===== config.mk =====
export PLATFORM = sky130hd
export DESIGN_NAME = dpm_protection_mode
export DESIGN_NICKNAME = d
export VERILOG_FILES = /design/src/hw/dpm_pkg.sv /design/src/hw/dpm_protection_mode.sv
export SDC_FILE = /design/constraint.sdc
export NUM_CORES = 1
export LEC_CHECK = 0
export BUFFER_PORTS_ARGS = -buffer_cell sky130_fd_sc_hd__buf_4
export CAP_MARGIN = 10
export CORE_MARGIN = 8
export CORE_UTILIZATION = 51
export DETAILED_ROUTE_END_ITERATION = 16
export PLACE_DENSITY = 0.78
export REMOVE_ABC_BUFFERS = 1
export SLEW_MARGIN = 20
export SYNTH_ARGS = -nofsm -noshare
export SYNTH_HDL_FRONTEND = slang
export SYNTH_SLANG_ARGS = --single-unit

===== constraint.sdc =====
create_clock -name REF_CLK -period 1.56 [get_ports REF_CLK]
set_input_delay 0 -clock REF_CLK [delete_from_list [all_inputs] [get_ports REF_CLK]]
set_output_delay 0 -clock REF_CLK [all_outputs]
set_load 0.005 [all_outputs]

===== src/hw/dpm_pkg.sv =====
// package: register map, field positions and carrier structs for protection mode logic
package dpm_pkg;
	localparam logic [3:0] ADDR_MODE   = 4'h0;
	localparam logic [3:0] ADDR_STATUS = 4'h1;
	localparam logic [3:0] ADDR_MASK   = 4'h2;
	localparam logic [3:0] ADDR_ALARM  = 4'h3;
	localparam logic [3:0] ADDR_CTRL   = 4'h4;
	localparam int BIT_CARRIER  = 0;
	localparam int BIT_IN_PL    = 1;
	localparam int BIT_OUT_PL   = 2;
	localparam int BIT_THR_SEL  = 3;
	localparam int BIT_DIS_LIFE = 4;
	localparam int BIT_FAN_LOCK = 5;
	localparam int BIT_UNUSED   = 6;
	localparam int BIT_ENCL     = 7;
	// factory word without the enclosure bit
	localparam logic [7:0] MODE_FACTORY = 8'h13;
	localparam logic [7:0] MODE_WMASK   = 8'hbf;
	// alarm and status bit positions
	localparam int AL_IN_PL  = 0;
	localparam int AL_OUT_PL = 1;
	localparam int AL_HS_OH  = 2;
	localparam int AL_INT_OH = 3;
	localparam int AL_OVL    = 4;
	localparam int AL_LIFE   = 5;
	localparam int NUM_EV    = 6;

	typedef struct packed {
		logic in_phase_loss;
		logic out_phase_loss;
		logic heat_sink_hot;
		logic internal_hot;
		logic overload;
		logic fan_locked;
		logic running;
		logic discharge_short;
		logic discharge_done;
		logic ontime_expired;
	} dpm_detect_s;

	typedef struct packed {
		logic trip;
		logic coast;
		logic lower_carrier;
		logic fan_run_cmd;
		logic overheat_warning_output;
		logic life_warning_output;
		logic threshold_user;
		logic sealed_enclosure;
	} dpm_action_s;
endpackage


===== src/hw/dpm_protection_mode.sv =====
// protection and maintenance mode logic with register port and interrupt
// Notes on behaviour
// - carrier lowering bit turns overheat/overload into carrier lowering, no trip
// - input phase loss bit set: input loss or unbalance trips with alarm
// - output phase loss bit set: loss while running trips with alarm
// - threshold bit picks factory (0) or user (1) capacitor life level
// - life judgment bit enables judging life from discharge time
// - on-time based life judgment always continues
// - fan lock bit zero: fan lock raises heat sink alarm, coast stop
// - fan lock drives overheat and life warnings whatever the fan lock bit, except with the fan commanded off as below
// - fan commanded off under fan control: lock treated normal; start runs fan
// - enclosure bit picks lower (0) or sealed (1) protection class
// - factory init sets bits 0,1,4, clears 2,3,5, enclosure from strap
//
// The plain strobed port and the placing of the registers were left to the implementer.
module dpm_protection_mode (
	// clock and reset
	input  wire logic                 REF_CLK,
	input  wire logic                 RESET,
	// register port
	input  wire logic [3:0]           ADDR,
	input  wire logic [7:0]           WDATA,
	input  wire logic                 WR,
	input  wire logic                 RD,
	output logic      [7:0]           RDATA,
	// drive side
	input  wire dpm_pkg::dpm_detect_s DETECT,
	input  wire logic                 ENCL_STRAP,
	input  wire logic                 FAN_ONOFF_CONTROL_SETTING,
	input  wire logic                 START_CMD,
	input  wire logic                 FAN_STOP_REQ,
	input  wire logic                 ALARM_RESET,
	output dpm_pkg::dpm_action_s      ACTION,
	output logic      [7:0]           ALARMS,
	output logic                      IRQ
);
	import dpm_pkg::*;

	logic [7:0]        mode_q, mode_d;
	logic [7:0]        alarm_q, alarm_d;
	logic [7:0]        stat_q, stat_d;
	logic [7:0]        mask_q, mask_d;
	logic [7:0]        rdata_q, rdata_d;
	logic              fan_off_q, fan_off_d;
	logic              init_q, init_d;
	dpm_action_s       act_q, act_d;
	logic [NUM_EV-1:0] ev;
	logic              fan_lock_eff;
	logic              life_hit;

	// a commanded-off fan hides a lock only while fan on/off control is set
	always_comb begin
		fan_lock_eff = DETECT.fan_locked &&
			!(FAN_ONOFF_CONTROL_SETTING && fan_off_q);
		life_hit = DETECT.ontime_expired ||
			(mode_q[BIT_DIS_LIFE] && DETECT.discharge_done &&
			 DETECT.discharge_short);
	end

	// event detection from sampled inputs
	always_comb begin
		ev = '0;
		ev[AL_IN_PL]  = mode_q[BIT_IN_PL] && DETECT.in_phase_loss;
		ev[AL_OUT_PL] = mode_q[BIT_OUT_PL] && DETECT.out_phase_loss &&
			DETECT.running;
		ev[AL_HS_OH]  = (!mode_q[BIT_CARRIER] && DETECT.heat_sink_hot) ||
			(!mode_q[BIT_FAN_LOCK] && fan_lock_eff);
		ev[AL_INT_OH] = !mode_q[BIT_CARRIER] && DETECT.internal_hot;
		ev[AL_OVL]    = !mode_q[BIT_CARRIER] && DETECT.overload;
		ev[AL_LIFE]   = life_hit;
	end

	// mode word, factory load after reset release
	always_comb begin
		mode_d = mode_q;
		init_d = 1'b1;
		if (!init_q) begin
			mode_d = MODE_FACTORY;
			mode_d[BIT_ENCL] = ENCL_STRAP;
		end else if (WR && ADDR == ADDR_MODE) begin
			mode_d = WDATA & MODE_WMASK;
		end
	end

	// alarms latch until alarm reset, status sticky until read
	always_comb begin
		alarm_d = alarm_q;
		if (ALARM_RESET)
			alarm_d = '0;
		alarm_d[NUM_EV-1:0] = alarm_d[NUM_EV-1:0] | ev;
		stat_d = stat_q;
		if (RD && ADDR == ADDR_STATUS)
			stat_d = '0;
		stat_d[NUM_EV-1:0] = stat_d[NUM_EV-1:0] | (ev & ~alarm_q[NUM_EV-1:0]);
		mask_d = mask_q;
		if (WR && ADDR == ADDR_MASK)
			mask_d = WDATA;
		fan_off_d = fan_off_q;
		if (START_CMD)
			fan_off_d = 1'b0;
		else if (FAN_STOP_REQ && FAN_ONOFF_CONTROL_SETTING)
			fan_off_d = 1'b1;
	end

	// outputs toward the power stage
	always_comb begin
		act_d = '0;
		act_d.trip = |alarm_d[AL_OVL:AL_IN_PL];
		act_d.coast = alarm_d[AL_HS_OH] && fan_lock_eff;
		act_d.lower_carrier = mode_q[BIT_CARRIER] && (DETECT.heat_sink_hot ||
			DETECT.internal_hot || DETECT.overload);
		act_d.fan_run_cmd = !fan_off_d;
		act_d.overheat_warning_output = fan_lock_eff ||
			alarm_d[AL_HS_OH];
		act_d.life_warning_output = fan_lock_eff ||
			alarm_d[AL_LIFE];
		act_d.threshold_user = mode_q[BIT_THR_SEL];
		act_d.sealed_enclosure = mode_q[BIT_ENCL];
	end

	// register read mux
	always_comb begin
		rdata_d = '0;
		if (RD) begin
			unique case (ADDR)
				ADDR_MODE:   rdata_d = mode_q & MODE_WMASK;
				ADDR_STATUS: rdata_d = stat_q;
				ADDR_MASK:   rdata_d = mask_q;
				ADDR_ALARM:  rdata_d = alarm_q;
				ADDR_CTRL:   rdata_d = {6'h00, fan_off_q, fan_lock_eff};
				default:     rdata_d = '0;
			endcase
		end
	end

	always_ff @(posedge REF_CLK or posedge RESET) begin
		if (RESET) begin
			mode_q    <= '0;
			init_q    <= 1'b0;
			alarm_q   <= '0;
			stat_q    <= '0;
			mask_q    <= '0;
			rdata_q   <= '0;
			fan_off_q <= 1'b0;
			act_q     <= '0;
		end else begin
			mode_q    <= mode_d;
			init_q    <= init_d;
			alarm_q   <= alarm_d;
			stat_q    <= stat_d;
			mask_q    <= mask_d;
			rdata_q   <= rdata_d;
			fan_off_q <= fan_off_d;
			act_q     <= act_d;
		end
	end

	assign RDATA  = rdata_q;
	assign ACTION = act_q;
	assign ALARMS = alarm_q;
	assign IRQ    = |(stat_q & mask_q);
endmodule // dpm_protection_mode


### Word-level counts from Yosys, hierarchy flattened

Index checks and enable logic that the tools add are counted.

* word-level logic and storage cells: 63
* register bits: 46
* output and inout port bits: 25

* reduce and logical (&&, ||, !) cells: 30
* mux-type cells: 8
* bitwise operators: 5
* eq/ne operators: 5

Operators by type and width (number)
* 8-bit case mux with 5 select lines: 1
* 8-bit two-way mux: 3
* 1-bit logical AND: 17
* 6-bit two-way mux: 2
* 6-bit OR: 2
* 6-bit by 8-bit AND with 8-bit output: 1
* 4-bit by 2-bit == test with 1-bit output, second input constant: 2
* 8-bit OR reduction: 1
* 6-bit AND: 1
* 1-bit logical OR: 6
* 6-bit NOT: 1
* 5-bit OR reduction: 1
* 4-bit by 1-bit == test with 1-bit output, second input constant: 1
* 4-bit by 3-bit == test with 1-bit output, second input constant: 1
* 1-bit logical NOT: 4
* 4-bit logical NOT: 1
* 1-bit two-way mux: 2
* 2-bit by 1-bit inequality test with 1-bit output, second input constant: 1

### Longest topological paths before layout

* depth in word-level cells: 7
* depth in mapped cells: 5

### Worst setup path before layout

Ideal clock, no wire load.

* path type: reg-to-reg
* from: register fan_off_q
* to: register act_q (netlist bit ACTION[7])
* arrival: 0.988 ns
* cell stages (with the launch flop): 4
* buffers on the path: 0
* slack: 0.418 ns
* clock period less this slack: 1.142 ns
* cells stage by stage: dfrtp_1 a21boi_0 a221oi_1 nand4_1

RTL lines
* start: declaration: RTL line dpm_protection_mode.sv:44 `logic fan_off_q, fan_off_d;`
* start signal: assignment: RTL line dpm_protection_mode.sv:153 `fan_off_q <= fan_off_d;`
* end signal: assignment: RTL line dpm_protection_mode.sv:154 `act_q <= act_d;`
* end: declaration: RTL line dpm_protection_mode.sv:46 `dpm_action_s act_q, act_d;`

==> results.ini <==
[layout]
n_antenna_cell = 0
final_area_um2 = 2700
drive_gt1_share_pct = 34.7
area_growth_pct = 34.8
fin_nets = 279

[clock_network]
cts_sinks = 45
numCtsBuffers = 5
cts_buffer_depth = 2
clock_latency_ns = 0.29
cts-resized-gates = 0
cts_tree = yes
clk_pin_slew_ns = 0.08
htree_levels = 2
cts_root_buffer = clkbuf_8

[die]
core_um2 = 3720
die_w_um = 78.7
rows = 22
fp.dieH_um = 78.7
io_pins = 56
start_util_pct = 53.9
dieArea_um2 = 6190

[setup_path]
crit_arrival_ns = 1.56
slowest_stage = a221oi_1
crit_buf_inv = 0
crit_required_ns = 1.70
crit_type = reg -> reg
path_delay_family = compound AO/OA/AOI/OAI gates
max_stage_delay_ns = 0.53
crit_path_start_kind = flop
cp_cell_sequence = a21boi_0, a221oi_1, nand4_1
critPathCaptureType = flop
path_max_fanout = 4

[yosys]
async_flop_share_pct = 100
synth_edf_count = 0
ys_warn_count = 0
syn_area_per_cell_um2 = 11.6
synth_cell_type_count = 36
synth-main-ff-cell = dfrtp_1
synth_top_cells_by_area = dfrtp_1, mux2_2, nand3_1
ys_seq_area_share_pct = 56.2
synth_top_area_share_pct = 56.2
synth_area_um2 = 2000
synth-seq-cells = 45
syn_inst = 173
post-synth-top-area-cell = dfrtp_1

[grt]
grt_pass1_wl_um = 8640
grt_pass1_vias = 1744
antenna_found_initial = 0
grt_max_degree = 46
grt.total_usage_pct = 17.4
overflow = 0

[timing]
hold_violations = 0
grt_setup_unrepaired = false
min_period_ns = 1.42
setup_viol = 0
fin_crit_sh_pct = 91.1
worst_slew_pin_slew_ns = 0.553
tns_ns = 0
maxSlewViolCount = 0
max-slew-margin-rel_pct = 63.1
fmax_ghz = 0.704
fin_skew_ns = 0.00595

[power]
intPower_w = 0.00187
vdd_drop_max_mv = 0.563
leakagePower_nw = 1.25
pwr-share-clk_pct = 28.6
pwr-share-seq_pct = 54.3
p_per_area_nw_per_um2 = 924
swShare_pct = 25.2
p_sw_w = 0.000629
p_comb_share_pct = 17.1

[placement]
post_dp_cell_area_um2 = 2470
gp_congestion = 0.913
port_buffers = 53
dp_hpwl_um = 3890

[outcome]
status = finished clean

[worst_hold_path]
hold_path.class = in -> reg

[detailed_routing]
routedWlPerCell_um = 17.6
drt_iter0_drc = 173
routed_wl_um = 5210
drt-vias-per-instance = 5.59
ant_nets = 0
vias = 1655
post-route-drc-count = 0
first_pass_iters = 4

[run]
cap_violations = 0

## cell usage in the layout, fill, tap and decap left out, drive strengths merged, types with 5 or more instances in the layout
cell,instances
a21oi,6
nor2,5
o2bb2ai,6
buf,59
o21ai,10
dlygate4sd3,15
mux2,15
inv,9
nand2,13
a21boi,6
nand3,14
clkbuf,7
a22oi,7
dfrtp,45
## synthesized netlist by cell type, drive strengths merged, types with 2 or more instances
cell type  count
dfrtp         45
or2            2
inv            9
conb           2
mux2i          2
nand2b         4
nor4b          2
buf            7
a22oi          7
mux2          15
nand2         13
a31oi          4
nor3b          2
a21boi         6
o2bb2ai        6
nor2           5
a21oi          6
nand3b         2
o21ai         10
nand3         14
## final timing paths
path | startpoint | end | slack (ns) | cells past startpoint
setup reg to reg | fan_off_q | ACTION[7] | 0.14 | 3
hold / removal | DETECT[1] | ALARMS[5] | 0.008 | 3
hold reg to reg | mode_q[7] | ACTION[0] | 0.40 | 0
max in group asynchronous | RESET | mask_q[1] | 1.02 | 4
min in group asynchronous | RESET | ACTION[2] | 0.32 | 4
setup / recovery | fan_off_q | ACTION[7] | 0.14 | 3
## state kept, by name, indices dropped and copies added, names as in the netlist
name and cells:
ACTION 8, RDATA 8, mask_q 8, mode_q 7, ALARMS 6, stat_q 6, fan_off_q 1, init_q 1
## cells by family (layout without fill, tap and decap cells)
| logic type | Yosys count | after routing | share of synthesized area [%] |
|---|---|---|---|
| other | 2 | 3 | 0.375 |
| buffers and inverters | 16 | 90 | 4.56 |
| AND/OR/NAND/NOR | 51 | 51 | 15.3 |
| multiplexers | 17 | 17 | 9.43 |
| flip-flops | 45 | 45 | 56.2 |
| AO/OA/AOI/OAI | 42 | 42 | 14.2 |
## what timing repair did
| item | 4_1_cts | 5_1_grt |
|---|---|---|
| buffers inserted | 0 | 0 |
| hold buffers | 15 | 0 |
| hold endpoints to repair | 66 | 0 |
| setup endpoints to repair | 0 | 0 |
## area by class of cell
cell class,count,area [um^2]
clock buffers,7,86.3
flip-flops and latches,45,1130
repair buffers,74,606
fillers,271,1010
multi-input cells,113,791
inverters,9,33.8
well taps,48,60.1
## per-layer routing
metal,GRT usage [%],vias up,share of wire [%]
li1,-,774,-
met1,20.9,803,40
met2,28.8,69,51
met3,4.50,9,7.8
met4,7.96,0,1.8
met5,0,-,0
## worst register-to-register path: cells and delay by family, from the launching register on
family	cells	cell delay [ns]
AOI/OAI and AO/OA	2	0.70
DFF	1	0.40
and+or+nand+nor	1	0.16
## power by group through the flow
stage / clock network (W) / registers [W] / logic, W
3_5_place_dp: 0 / 0.00138 / 0.000395
2_1_floorplan: 0 / 0.00135 / 0.000201
4_1_cts: 0.000714 / 0.00135 / 0.000429
5_1_grt: 0.000762 / 0.00137 / 0.000466
6_report: 0.000714 / 0.00136 / 0.000428
3_3_place_gp: 0 / 0.00137 / 0.000386
## per-stage QoR
step                power (W)  hold slack (ns)  util, %  instances  setup WS [ns]
floorplan             0.00155           0.0964        -        167          0.418
global placement      0.00176           0.0872     66.4        274          0.324
detailed placement    0.00177           0.0906     66.4        274          0.246
CTS                   0.00250           0.0152     72.7        296          0.168
global route          0.00260           0.0359     72.7        296         0.0309
finish                0.00250          0.00754     72.7        296          0.139
Power figures use the tool's default switching activity.
